==> config.mk <==
export PLATFORM = sky130hd
export DESIGN_NAME = cdt_dual_timer
export DESIGN_NICKNAME = d
export VERILOG_FILES = /design/src/cdt_dual_timer.v
export VERILOG_INCLUDE_DIRS = /design/src
export SDC_FILE = /design/constraint.sdc
export NUM_CORES = 1
export LEC_CHECK = 0
export ABC_AREA = 1
export BUFFER_PORTS_ARGS = -buffer_cell sky130_fd_sc_hd__buf_2
export CORE_ASPECT_RATIO = 1.1
export CORE_UTILIZATION = 38
export DETAILED_ROUTE_END_ITERATION = 8
export GPL_TIMING_DRIVEN = 0
export SYNTH_ARGS = -nofsm -noshare
export SYNTH_HDL_FRONTEND = slang
export SYNTH_SLANG_ARGS = --single-unit
==> constraint.sdc <==
create_clock -name clk -period 4.9 [get_ports clk]
set_input_delay 0.735 -clock clk [delete_from_list [all_inputs] [get_ports clk]]
set_output_delay 0.735 -clock clk [all_outputs]
set_load 0.02 [all_outputs]
==> src/cdt_consts.vh <==
`ifndef CDT_CONSTS_VH
`define CDT_CONSTS_VH
// register offsets (byte addresses of 16-bit registers)
`define CDT_ADDR_LOW_COUNT   8'h06
`define CDT_ADDR_HOLD        8'h08
`define CDT_ADDR_HIGH_COUNT  8'h0a
`define CDT_ADDR_LOW_PERIOD  8'h0c
`define CDT_ADDR_HIGH_PERIOD 8'h0e
`define CDT_ADDR_LOW_CTRL    8'h10
`define CDT_ADDR_HIGH_CTRL   8'h12
`define CDT_ADDR_IRQ         8'h14
// control field positions
`define CDT_BIT_ON        15
`define CDT_BIT_IDLE_STOP 13
`define CDT_BIT_GATE      6
`define CDT_BIT_PS_HI     5
`define CDT_BIT_PS_LO     4
`define CDT_BIT_CASCADE   3
`define CDT_BIT_CLK_SRC   1
// irq register field positions
`define CDT_BIT_LOW_FLAG   6
`define CDT_BIT_HIGH_FLAG  7
`define CDT_BIT_LOW_EN     14
`define CDT_BIT_HIGH_EN    15
// writable masks and reset values
`define CDT_LOW_CTRL_MASK  16'ha07a
`define CDT_HIGH_CTRL_MASK 16'ha072
`define CDT_CTRL_RESET     16'h0000
`define CDT_PERIOD_RESET   16'hffff
`define CDT_COUNT_RESET    16'h0000
// prescale terminal counts
`define CDT_PS_DIV1   8'h00
`define CDT_PS_DIV8   8'h07
`define CDT_PS_DIV64  8'h3f
`define CDT_PS_DIV256 8'hff
`endif

==> src/cdt_dual_timer.v <==
`timescale 1ns/10ps
`default_nettype none
`include "cdt_consts.vh"

module cdt_dual_timer (
	input  wire        clk,
	input  wire        rst,
	input  wire [7:0]  addr,
	input  wire [15:0] wrData,
	input  wire        wrStb,
	input  wire        rdStb,
	output reg  [15:0] rdData,
	input  wire        lowExtClk,
	input  wire        highExtClk,
	input  wire        cpuIdle,
	input  wire        cpuSleep,
	output reg         irq,
	output reg         adcTrigger
);

	////////////////////////////////////////////////////////////////
	function [7:0] psLimit;
		input [1:0] sel;
		begin
			case (sel)
				2'h0: psLimit = `CDT_PS_DIV1;
				2'h1: psLimit = `CDT_PS_DIV8;
				2'h2: psLimit = `CDT_PS_DIV64;
				default: psLimit = `CDT_PS_DIV256;
			endcase
		end
	endfunction

	reg [15:0] low_count_reg;
	reg [15:0] high_count_reg;
	reg [15:0] high_word_hold_reg;
	reg [15:0] low_period_reg;
	reg [15:0] high_period_reg;
	reg [15:0] low_timer_ctrl;
	reg [15:0] high_timer_ctrl;
	reg        lowFlag;
	reg        high_timer_irq_flag;
	reg        lowIrqEn;
	reg        high_timer_irq_enable;
	reg [7:0]  lowPs;
	reg [7:0]  highPs;
	reg        lowTickSync;
	reg [2:0]  lowClkSh;
	reg [2:0]  highClkSh;
	reg        lowClkLvl;
	reg        highClkLvl;

	////////////////////////////////////////////////////////////////
	// external pin synchronisers: change accepted when stages 2 and 3 agree
	always @(posedge clk) begin
		if (rst) begin
			lowClkSh   <= 3'h0;
			highClkSh  <= 3'h0;
			lowClkLvl  <= 1'b0;
			highClkLvl <= 1'b0;
		end else begin
			lowClkSh  <= {lowClkSh[1:0], lowExtClk};
			highClkSh <= {highClkSh[1:0], highExtClk};
			if (lowClkSh[1] == lowClkSh[2])
				lowClkLvl <= lowClkSh[2];
			if (highClkSh[1] == highClkSh[2])
				highClkLvl <= highClkSh[2];
		end
	end

	wire lowRise  = lowClkSh[1] & lowClkSh[2] & ~lowClkLvl;
	wire highRise = highClkSh[1] & highClkSh[2] & ~highClkLvl;
	wire lowFall  = ~lowClkSh[1] & ~lowClkSh[2] & lowClkLvl;

	////////////////////////////////////////////////////////////////
	wire cascade = low_timer_ctrl[`CDT_BIT_CASCADE];
	wire lowOn   = low_timer_ctrl[`CDT_BIT_ON];
	// in cascade the high control register is ignored entirely
	wire highOn  = high_timer_ctrl[`CDT_BIT_ON] & ~cascade;

	// sleep stops everything; idle stops only when idle-stop is set
	wire lowRun  = lowOn & ~cpuSleep &
		~(cpuIdle & low_timer_ctrl[`CDT_BIT_IDLE_STOP]);
	wire highRun = highOn & ~cpuSleep &
		~(cpuIdle & high_timer_ctrl[`CDT_BIT_IDLE_STOP]);

	wire lowGated = low_timer_ctrl[`CDT_BIT_GATE] & ~low_timer_ctrl[`CDT_BIT_CLK_SRC];
	// counting only while gate pin high
	wire lowIn = low_timer_ctrl[`CDT_BIT_CLK_SRC] ? lowRise :
		(lowGated ? lowClkLvl : 1'b1);
	// high gate bit has no effect
	wire highIn = high_timer_ctrl[`CDT_BIT_CLK_SRC] ? highRise : 1'b1;

	wire lowPsDone  = (lowPs >= psLimit(low_timer_ctrl[`CDT_BIT_PS_HI:`CDT_BIT_PS_LO]));
	wire highPsDone = (highPs >= psLimit(high_timer_ctrl[`CDT_BIT_PS_HI:`CDT_BIT_PS_LO]));
	wire lowTickRaw = lowRun & lowIn & lowPsDone;
	// low output is registered (resync), high output is used directly
	wire lowTick  = lowTickSync;
	wire highTick = highRun & highIn & highPsDone;

	wire wrLowCnt  = wrStb & (addr == `CDT_ADDR_LOW_COUNT);
	wire wrHighCnt = wrStb & (addr == `CDT_ADDR_HIGH_COUNT);
	wire wrLowCtl  = wrStb & (addr == `CDT_ADDR_LOW_CTRL);
	wire wrHighCtl = wrStb & (addr == `CDT_ADDR_HIGH_CTRL);

	// in cascade, high-count writes also restart the single prescaler
	wire lowPsClr  = wrLowCnt | wrLowCtl | (cascade & wrHighCnt);
	wire highPsClr = wrHighCnt | wrHighCtl;

	////////////////////////////////////////////////////////////////
	// prescalers
	always @(posedge clk) begin
		if (rst) begin
			lowPs       <= 8'h00;
			highPs      <= 8'h00;
			lowTickSync <= 1'b0;
		end else begin
			lowTickSync <= lowTickRaw;
			// a prescaler cannot be cleared while its timer is off; sleep or idle stop does not block the clear
			if (lowOn && lowPsClr)
				lowPs <= 8'h00;
			else if (lowRun && lowIn)
				lowPs <= lowPsDone ? 8'h00 : lowPs + 8'h01;
			if (highOn && highPsClr)
				highPs <= 8'h00;
			else if (highRun && highIn)
				highPs <= highPsDone ? 8'h00 : highPs + 8'h01;
		end
	end

	////////////////////////////////////////////////////////////////
	wire [31:0] count32  = {high_count_reg, low_count_reg};
	wire [31:0] period32 = {high_period_reg, low_period_reg};
	wire match32   = (count32 == period32);
	wire lowMatch  = (low_count_reg == low_period_reg);
	wire highMatch = (high_count_reg == high_period_reg);
	wire [31:0] inc32 = count32 + 32'h00000001;

	wire wrHold    = wrStb & (addr == `CDT_ADDR_HOLD);
	wire wrLowPer  = wrStb & (addr == `CDT_ADDR_LOW_PERIOD);
	wire wrHighPer = wrStb & (addr == `CDT_ADDR_HIGH_PERIOD);
	wire wrIrq     = wrStb & (addr == `CDT_ADDR_IRQ);
	wire rdLowCnt  = rdStb & (addr == `CDT_ADDR_LOW_COUNT);
	// gate fall only ends an accumulation while the timer runs
	wire lowGateEnd = lowRun & lowGated & lowFall;

	////////////////////////////////////////////////////////////////
	// split-mode count step: wraps to zero on the period tick
	function [15:0] next16;
		input [15:0] cur;
		input [15:0] per;
		begin
			if (cur == per)
				next16 = 16'h0000;
			else
				next16 = cur + 16'h0001;
		end
	endfunction

	////////////////////////////////////////////////////////////////
	// converter trigger: one-cycle pulse per 32-bit match tick in cascade, per high-timer match tick in split mode
	always @(posedge clk) begin
		if (rst) begin
			adcTrigger <= 1'b0;
		end else begin
			if (cascade)
				adcTrigger <= lowTick & match32;
			else
				adcTrigger <= highTick & highMatch;
		end
	end

	////////////////////////////////////////////////////////////////
	// counts: a software write beats a same-cycle tick
	always @(posedge clk) begin
		if (rst) begin
			low_count_reg  <= `CDT_COUNT_RESET;
			high_count_reg <= `CDT_COUNT_RESET;
		end else begin
			if (wrLowCnt) begin
				low_count_reg <= wrData;
			end else if (cascade && lowTick) begin
				low_count_reg <= match32 ? 16'h0000 : inc32[15:0];
			end else if (!cascade && lowTick) begin
				low_count_reg <= next16(low_count_reg, low_period_reg);
			end
			if (wrLowCnt && cascade) begin
				high_count_reg <= high_word_hold_reg;
			end else if (wrHighCnt) begin
				high_count_reg <= wrData;
			end else if (cascade && lowTick) begin
				high_count_reg <= match32 ? 16'h0000 : inc32[31:16];
			end else if (!cascade && highTick) begin
				high_count_reg <= next16(high_count_reg, high_period_reg);
			end
		end
	end

	////////////////////////////////////////////////////////////////
	// hold, periods and controls
	always @(posedge clk) begin
		if (rst) begin
			high_word_hold_reg <= `CDT_COUNT_RESET;
			low_period_reg     <= `CDT_PERIOD_RESET;
			high_period_reg    <= `CDT_PERIOD_RESET;
			low_timer_ctrl     <= `CDT_CTRL_RESET;
			high_timer_ctrl    <= `CDT_CTRL_RESET;
		end else begin
			// snapshot keeps a 32-bit read coherent across a carry
			if (rdLowCnt)
				high_word_hold_reg <= high_count_reg;
			else if (wrHold)
				high_word_hold_reg <= wrData;
			if (wrLowPer)
				low_period_reg <= wrData;
			if (wrHighPer)
				high_period_reg <= wrData;
			// counts are left alone by control writes
			if (wrLowCtl)
				low_timer_ctrl <= wrData & `CDT_LOW_CTRL_MASK;
			if (wrHighCtl)
				high_timer_ctrl <= wrData & `CDT_HIGH_CTRL_MASK;
		end
	end

	////////////////////////////////////////////////////////////////
	// flags: set comes after the write so hardware wins
	always @(posedge clk) begin
		if (rst) begin
			lowFlag               <= 1'b0;
			high_timer_irq_flag   <= 1'b0;
			lowIrqEn              <= 1'b0;
			high_timer_irq_enable <= 1'b0;
		end else begin
			if (wrIrq) begin
				lowIrqEn              <= wrData[`CDT_BIT_LOW_EN];
				high_timer_irq_enable <= wrData[`CDT_BIT_HIGH_EN];
				lowFlag               <= wrData[`CDT_BIT_LOW_FLAG];
				high_timer_irq_flag   <= wrData[`CDT_BIT_HIGH_FLAG];
			end
			if (cascade) begin
				if ((lowTick && match32) || lowGateEnd)
					high_timer_irq_flag <= 1'b1;
			end else begin
				if ((lowTick && lowMatch) || lowGateEnd)
					lowFlag <= 1'b1;
				if (highTick && highMatch)
					high_timer_irq_flag <= 1'b1;
			end
		end
	end

	always @(posedge clk) begin
		if (rst)
			irq <= 1'b0;
		else
			irq <= (high_timer_irq_flag & high_timer_irq_enable) |
				(lowFlag & lowIrqEn & ~cascade);
	end

	////////////////////////////////////////////////////////////////
	// read mux: zero outside the cycle after a read strobe
	reg [15:0] next_rdData;

	always @* begin
		next_rdData = 16'h0000;
		if (rdStb) begin
			case (addr)
				`CDT_ADDR_LOW_COUNT:   next_rdData = low_count_reg;
				`CDT_ADDR_HOLD:        next_rdData = high_word_hold_reg;
				`CDT_ADDR_HIGH_COUNT:  next_rdData = high_count_reg;
				`CDT_ADDR_LOW_PERIOD:  next_rdData = low_period_reg;
				`CDT_ADDR_HIGH_PERIOD: next_rdData = high_period_reg;
				`CDT_ADDR_LOW_CTRL:    next_rdData = low_timer_ctrl;
				`CDT_ADDR_HIGH_CTRL:   next_rdData = high_timer_ctrl;
				`CDT_ADDR_IRQ: begin
					next_rdData[`CDT_BIT_LOW_EN]    = lowIrqEn;
					next_rdData[`CDT_BIT_HIGH_EN]   = high_timer_irq_enable;
					next_rdData[`CDT_BIT_LOW_FLAG]  = lowFlag;
					next_rdData[`CDT_BIT_HIGH_FLAG] = high_timer_irq_flag;
				end
				default: next_rdData = 16'h0000;
			endcase
		end
	end

	always @(posedge clk) begin
		if (rst)
			rdData <= 16'h0000;
		else
			rdData <= next_rdData;
	end

endmodule
`default_nettype wire

# Word level (Yosys, flattened, before mapping)
# Cells that the tools add are included.
# Widths: inputs -> output; s select.
# op_classes
order_cmp	2
bitwise_logic	49
mux	32
reduce_logical	22
n_addsub	5
n_eq_ne	17
# op_table
operator	n
$mux 16	13
$pmux 6 s7	2
$pmux 8 s3	2
$and 1x1->1	35
$add 16x1->16 const B	2
$add 32x1->32 const B	1
$eq 16x16->1	2
$eq 32x32->1	1
$eq 8x4->1 const B	4
$pmux 2 s8	2
$eq 8x5->1 const B	3
$add 8x1->8 const B	2
$ge 8x8->1	2
$mux 8	2
$logic_and 1x1->1	11
$mux 1	11
$not 1->1	10
$eq 8x3->1 const B	1
$reduce_or 2->1	3
$eq 2x1->1 const B	2
$eq 2x2->1 const B	2
$logic_not 2->1	2
$or 1x1->1	4
$reduce_bool 4->1	1
other kinds (5)	7
# word_totals
wordCells	148
input_bits	32
regBits	140
out_inout_bits	18

# Longest topological paths before layout
# Gate-level depths: netlist (run 1).
# depth
ltp_word	11
ltp_mapped	17
mapped_depth_nobuf	15

# Worst setup path before layout (run 1)
# No wires, ideal clock.
# synth_path
kind	input to register
start	input addr[7]
end	register high_count_reg[5]
required_ps	4781
arrival_ps	1981
stages	12
slack_ps	2799
n_path_buf	1
setup_time_ps	119
path_cell_list	nor2_1 -> nand2_1 -> inv_2 -> nand3_4 -> nor2_4 -> nand2_4 -> inv_4 -> nand2_2 -> buf_2 -> or2_0 -> nand3_1 -> a21oi_1
# synth_via
elab_chain_cells	4
elab_cells_between_ends	8
classes_between	eq/ne: 2; mux: 2; bitwise: 2; reduce/logical: 2
# synth_lines
element	line	source
start, declared	cdt_dual_timer.v:8	input wire [7:0] addr,
$eq 8x4->1 / $eq 8x3->1 (equally long branches)	-	
$and 1x1->1, on equally long branches	cdt_dual_timer.v:102, cdt_dual_timer.v:101	
$mux 16 / $logic_and 1x1->1 (equally long branches)	cdt_dual_timer.v:189, cdt_dual_timer.v:187	
$mux 16 / $reduce_bool 4->1 (equally long branches)	-	
end signal, assigned	cdt_dual_timer.v:188	high_count_reg <= high_word_hold_reg;
end signal, assigned	cdt_dual_timer.v:190	high_count_reg <= wrData;
end signal, assigned	cdt_dual_timer.v:192	high_count_reg <= match32 ? 16'h0000 : inc32[31:16];
end, declared	cdt_dual_timer.v:35	reg [15:0] high_count_reg;
# Several ways; a longest one is shown, not always the timed one.
# A chain may end at the register's enable or synchronous reset.

# Worst setup path in the final report (run 1)
# layout_path
start	register high_count_reg[4]
end	register adcTrigger
# layout_via
elab_chain_cells	3
elab_cells_between_ends	5
classes_between	eq/ne: 2; mux: 1; bitwise: 2
# layout_lines
element	line	source
start signal, assigned	cdt_dual_timer.v:178	high_count_reg <= `CDT_COUNT_RESET;
start signal, assigned	cdt_dual_timer.v:188	
start signal, assigned	cdt_dual_timer.v:190	
$eq 32x32->1 / $eq 16x16->1 (equally long branches)	cdt_dual_timer.v:134, cdt_dual_timer.v:136	
$and 1x1->1, on equally long branches	cdt_dual_timer.v:167, cdt_dual_timer.v:169	
$mux 1 (*)	cdt_dual_timer.v:166	if (cascade)
end signal, assigned	cdt_dual_timer.v:167	adcTrigger <= lowTick & match32;
end signal, assigned	cdt_dual_timer.v:169	adcTrigger <= highTick & highMatch;
end, declared	cdt_dual_timer.v:18	output reg adcTrigger
# Every way passes the cells marked *; elsewhere a longest branch is shown, timed or not.

==> results of run 1 <==
==> worst min-delay path: stages (launching register included) <==
cell	delay, ps
dfxtp_1	300
inv_1	40
nor2_1	30
==> cells in the final DEF, fill, tap and decap left out, drive strengths merged <==
master,n
a22oi,6
xor2,25
o21ai,68
nand2,424
a21oi,72
dfxtp,140
buf,79
o2111ai,2
inv,137
o211ai,22
a21o,2
nor4,1
nor2,173
a221oi,6
bufinv,4
clkinvlp,1
nor3b,3
clkbuf,45
or2,4
nand3,79
nand4,13
o221ai,1
ha,18
o22ai,10
o2bb2ai,1
a31oi,28
nand3b,1
nor3,8
o21bai,1
a22o,1
xnor2,27
a211oi,3
clkinv,4
a41oi,2
==> report_power, final <==
| group | internal [W] | leakage (nW) | total (W) | switching (W) |
|---|---|---|---|---|
| combinational | 0.0000210 | 2.72 | 0.0000944 | 0.0000734 |
| clock | 0.000868 | 0.304 | 0.00143 | 0.000561 |
| sequential | 0.00114 | 1.13 | 0.00115 | 0.00000296 |
==> logic make-up after synthesis <==
kind of cell    Yosys count  share of synthesized area
compound gates          225                      0.154
simple gates            706                      0.347
buf+inv                 192                     0.0916
flops                   140                      0.328
xor+xnor                 52                     0.0533
fa+ha+maj                18                     0.0264
==> path summary, 6_finish.rpt <==
kind | cells past startpoint | slack (ps) | end
worst min register to register | 2 | 400 | highClkSh[1]$_SDFF_PP0_
worst max register to register | 11 | 2210 | adcTrigger$_SDFF_PP0_
worst max-delay path | 11 | 2210 | adcTrigger$_SDFF_PP0_
worst min-delay path | 2 | 400 | highClkSh[1]$_SDFF_PP0_
==> cell type report <==
class / count / area (um2) / area share
Multi-Input combinational cell: 1001 / 4950 / 0.507
Sequential cell: 140 / 2800 / 0.287
Inverter: 134 / 505 / 0.0517
Clock buffer: 18 / 439 / 0.0449
Tap cell: 295 / 369 / 0.0378
Buffer: 58 / 277 / 0.0283
Timing Repair Buffer: 48 / 240 / 0.0246
Clock inverter: 12 / 185 / 0.0190
==> metal layers <==
metal / GRT usage / vias to the layer above / wire, um
met3: 0.0450 / 95 / 2450
li1: - / 4447 / -
met5: 0 / - / 0
met2: 0.458 / 449 / 14900
met1: 0.359 / 4177 / 13800
met4: 0.179 / 0 / 1840
==> metrics by stage <==
stage / std cells / total power, W / cell area [um2] / hold slack, ps / util
after floorplan: 1333 / 0.00121 / 8540 / 388 / -
after global placement: 1676 / 0.00126 / 9150 / 390 / 0.415
after CTS: 1706 / 0.00267 / 9770 / 406 / 0.443
after detailed placement: 1676 / 0.00126 / 9150 / 397 / 0.415
final: 1706 / 0.00267 / 9770 / 404 / 0.443
after global routing: 1706 / 0.00272 / 9770 / 426 / 0.443
==> reports/qor.yml, run 1 <==
rsz0062_at_grt: "no"
grt_pass1_vias: 8361
drv_cap: 0
cts-resized-gates: 0
synth_most_common_cell: "nand2_1"
clock_sinks: 140
wire_per_inst_um: 19.3
fp.dieArea_mm2: 0.0231
final.period_utilization: 0.548
start_util: 0.387
finalSetupViolCount: 0
worst_hold_path_type: "reg -> reg"
path_cells: "inv_1, nand2_1, nand3_1, nor2_1, nand2_1, nor2_2, nand2_2, buf_4, inv_2, nand2_1, a21oi_1"
min_from: "highClkSh[0]$_SDFF_PP0_"
crit_family: "simple AND/OR/NAND/NOR gates"
dp_slack_ps: 2180
end_kind: "flip-flop"
fillers: 2319
drive_gt1_frac: 0.111
numCtsBuffers: 17
slowest_delay_ps: 620
grt_pass1_wl_mm: 49.5
route.detailed.drc: 0
ant_nets: 0
hold_violations: 0
cts_tree: "built"
num_io_pins: 50
min_period_ps: 2690
skew_ps: 9.73
cts_max_level: 4
yosys.area.top_type: "dfxtp_1"
vias: 9168
tightest_slew_ps: 840
gp_congestion: 1.03
synth_area_leaders: "dfxtp_1, nand2_1, nor2_1, inv_1, nand3_1"
slew_headroom: 0.440
ir_drop_mv: 0.196
chipWidth_um: 145
path_max_fanout: 10
slowest_stage: "dfxtp_1"
syn_to_final_growth_pct: 14.4
cts_root_buf: "clkbuf_16"
num_rows: 57
overflow: 0
status: "finished clean"
syn_area_mm2: 0.00854
setup_slack_ps: 2210
clkTransAtPathRegs_ps: 60
clkLatencyLatePin_ps: 440
yosys_warnings: 0
grt_usage: 0.286
postCtsSetupBuffers: 0
viasPerCell: 5.37
criticalPathCategory: "reg -> reg"
seq_area_frac_synth: 0.328
arrival_ps: 3010
syn_nets: 1383
drt_first_pass_iters: 7
fin_nets: 1450
avgSynthCellArea_um2: 6.41
clk_path_buf_depth: 2
hpwl_mm: 25.3
cts_hold_buffers: 0
fin_tns_setup_ps: 0
worst-path-buf-inv: 3
critPathLaunch: "high_count_reg[4]$_SDFFE_PP0P_"
core_area_mm2: 0.0220
fmax_ghz: 0.372
start_kind: "flip-flop"
synthArstFlopShare: 0
required_ps: 5220
antenna_found_initial: 0
synthTopCellsByCount: "nand2_1, nor2_1, dfxtp_1"
grt_max_degree: 17
drt_iter0_markers: 823
drt-total-wl_mm: 33.0
cpMostUsedCell: "nand2_1"
netlist_instances: 1333
synth-main-ff-cell: "dfxtp_1"
antenna_cells: 0
synth-seq-cells: 140
synth_edf_count: 0
ys_types: 51
rr_startpoint: "high_count_reg[4]$_SDFFE_PP0P_"
power.density_mw_per_mm2: 273
synth_top_area_frac: 0.328
numPortBuffers: 48
maxSlewViolCount: 0
chipHeight_um: 159
leakagePower_nw: 4.15
(Power assumes the default switching activity.)
==> run 2, diff against run 1 <==
==> constraint.sdc (replaced) <==
create_clock -name clk -period 2.63 [get_ports clk]
set_input_delay 0.3945 -clock clk [delete_from_list [all_inputs] [get_ports clk]]
set_output_delay 0.3945 -clock clk [all_outputs]
set_load 0.02 [all_outputs]
==> reports/qor.yml, run 2 (synthesis results as in run 1) <==
chipHeight_um: 159  # unchanged
layout_commonest_cell: "nand2_1"
postCtsSetupBuffers: 0  # unchanged
ant_nets: 0  # unchanged
num_io_pins: 50  # unchanged
crit_family: "simple AND/OR/NAND/NOR gates"
status: "finished clean"
grt_pass1_wl_mm: 49.5  # unchanged
start_kind: "flip-flop"
path_max_fanout: 10  # unchanged
slowest_stage: "dfxtp_1"
skew_ps: 8.11  # -1.61 ps
viasPerCell: 5.36  # -0.27%
cts_tree: "built"
grt_pass1_vias: 8361  # unchanged
vias: 9138  # -0.33%
num_rows: 57  # unchanged
fin_nets: 1449  # -0.069%
final.period_utilization: 0.966  # +0.418
rr_startpoint: "high_count_reg[4]$_SDFFE_PP0P_"
criticalPathCategory: "reg -> reg"
numCtsBuffers: 17  # unchanged
cts_max_level: 4  # unchanged
min_period_ps: 2540  # -146 ps
rsz0062_at_grt: "no"
clock_sinks: 140  # unchanged
path_cells: "inv_1, nand2_1, nand3_1, nor2_1, nand2_1, nor2_4, nand2_4, buf_4, nand2_1, nand3_1, nand2_1, nand2_1, nand2_1, a21oi_1"
grt_max_degree: 17  # unchanged
numPortBuffers: 48  # unchanged
grt_usage: 0.286  # unchanged
start_util: 0.387  # unchanged
drt_first_pass_iters: 5  # -2
fmax_ghz: 0.394  # +5.7%
antenna_cells: 0  # unchanged
cts_root_buf: "clkbuf_16"
finalSetupViolCount: 0  # unchanged
layout_common_cells: "nand2_1, nor2_1, dfxtp_1"
wire_per_inst_um: 19.3  # -0.22%
ir_drop_mv: 0.361  # +84%
worst_hold_path_type: "in -> reg"
maxSlewViolCount: 0  # unchanged
dp_slack_ps: 107  # -2070 ps
fp.dieArea_mm2: 0.0231  # unchanged
min_path_cells: 3  # +1
reg2reg_depth: 14  # +3
syn_to_final_growth_pct: 14.5  # about the same
slowest_delay_ps: 620  # about the same
worst-path-buf-inv: 2  # -1
gp_congestion: 1.03  # unchanged
whs_ps: 156  # -248 ps
tightest_slew_ps: 854  # +14.1 ps
drt-total-wl_mm: 32.9  # -0.28%
drv_cap: 0  # unchanged
overflow: 0  # unchanged
core_area_mm2: 0.0220  # unchanged
slew_headroom: 0.431  # -0.00942
drt_iter0_markers: 824  # +0.12%
leakagePower_nw: 4.17  # +0.36%
setup_slack_ps: 89.7  # -2120 ps
setup.worst_path.end: "high_count_reg[7]$_SDFFE_PP0P_"
critPathLaunch: "high_count_reg[4]$_SDFFE_PP0P_"
hpwl_mm: 25.3  # unchanged
clkTransAtPathRegs_ps: 60  # about the same
stdcell_count: 1705  # -0.059%
clk_path_buf_depth: 2  # unchanged
clkLatencyLatePin_ps: 440  # about the same
arrival_ps: 2830  # -180 ps
drive_gt1_frac: 0.111  # about the same
end_kind: "flip-flop"
hold_violations: 0  # unchanged
required_ps: 2920  # -2300 ps
reg2reg_slack_ps: 90  # -2120 ps
route.detailed.drc: 0  # unchanged
cp.depth: 14  # +3
fin_tns_setup_ps: 0  # unchanged
antenna_found_initial: 0  # unchanged
chipWidth_um: 145  # unchanged
cpMostUsedCell: "nand2_1"
r2r_end: "high_count_reg[7]$_SDFFE_PP0P_"
dp.cells: 1676  # unchanged
power.density_mw_per_mm2: 508  # +86%
run 2: changes by cell type in the layout (fill, tap and decap cells not counted), sizes merged:
cell    delta
clkbuf     -1
run 2: worst min path at each step:
stage / from / endpoint
after floorplan: highClkSh[0]$_SDFF_PP0_ / highClkSh[1]$_SDFF_PP0_
after global placement: lowClkSh[0]$_SDFF_PP0_ / lowClkSh[1]$_SDFF_PP0_
after detailed placement: lowClkSh[0]$_SDFF_PP0_ / lowClkSh[1]$_SDFF_PP0_
after CTS: lowExtClk / lowClkSh[0]$_SDFF_PP0_
after global routing: lowExtClk / lowClkSh[0]$_SDFF_PP0_
final: highExtClk / highClkSh[0]$_SDFF_PP0_
run 2: cell type report:
cell class                      count  area, um2
Tap cell                          295        369
Multi-Input combinational cell   1001       4960
Inverter                          134        505
Clock inverter                     12        185
Sequential cell                   140       2800
Clock buffer                       18        439
Timing Repair Buffer               48        240
Buffer                             57        273
Fill cell                        2313      12300
run 2: timing repair:
action / 4_1_cts / 5_1_grt
resized for setup: 0 / 2
setup endpoints to repair: 0 / 7
hold buffers: 0 / 0
run 2: stage by stage:
step	total power (W)	instance area, um2	utilization
detailed placement	0.00235	9150	0.415
global placement	0.00235	9150	0.415
CTS	0.00497	9770	0.443
finish	0.00496	9780	0.444
floorplan	0.00225	8540	-
global route	0.00507	9780	0.444
run 2: layer usage:
layer  GRT usage  wire (um)  vias to the layer above
li1            -          -                     4443
met1       0.359      13700                     4170
met2       0.458      14800                      428
met3      0.0450       2480                       97
met4       0.179       1880                        0
met5           0          0                        -
run 2: report_power, final:
| group | internal (W) | switching, W | leakage, nW |
|---|---|---|---|
| sequential | 0.00213 | 0.00000560 | 1.13 |
| clock | 0.00162 | 0.00104 | 0.304 |
| combinational | 0.0000392 | 0.000137 | 2.74 |
run 2: worst min-delay path: cells and delay by family:
kind          cells  cell delay [ps]
simple gates      1               60
buf+inv           2              100
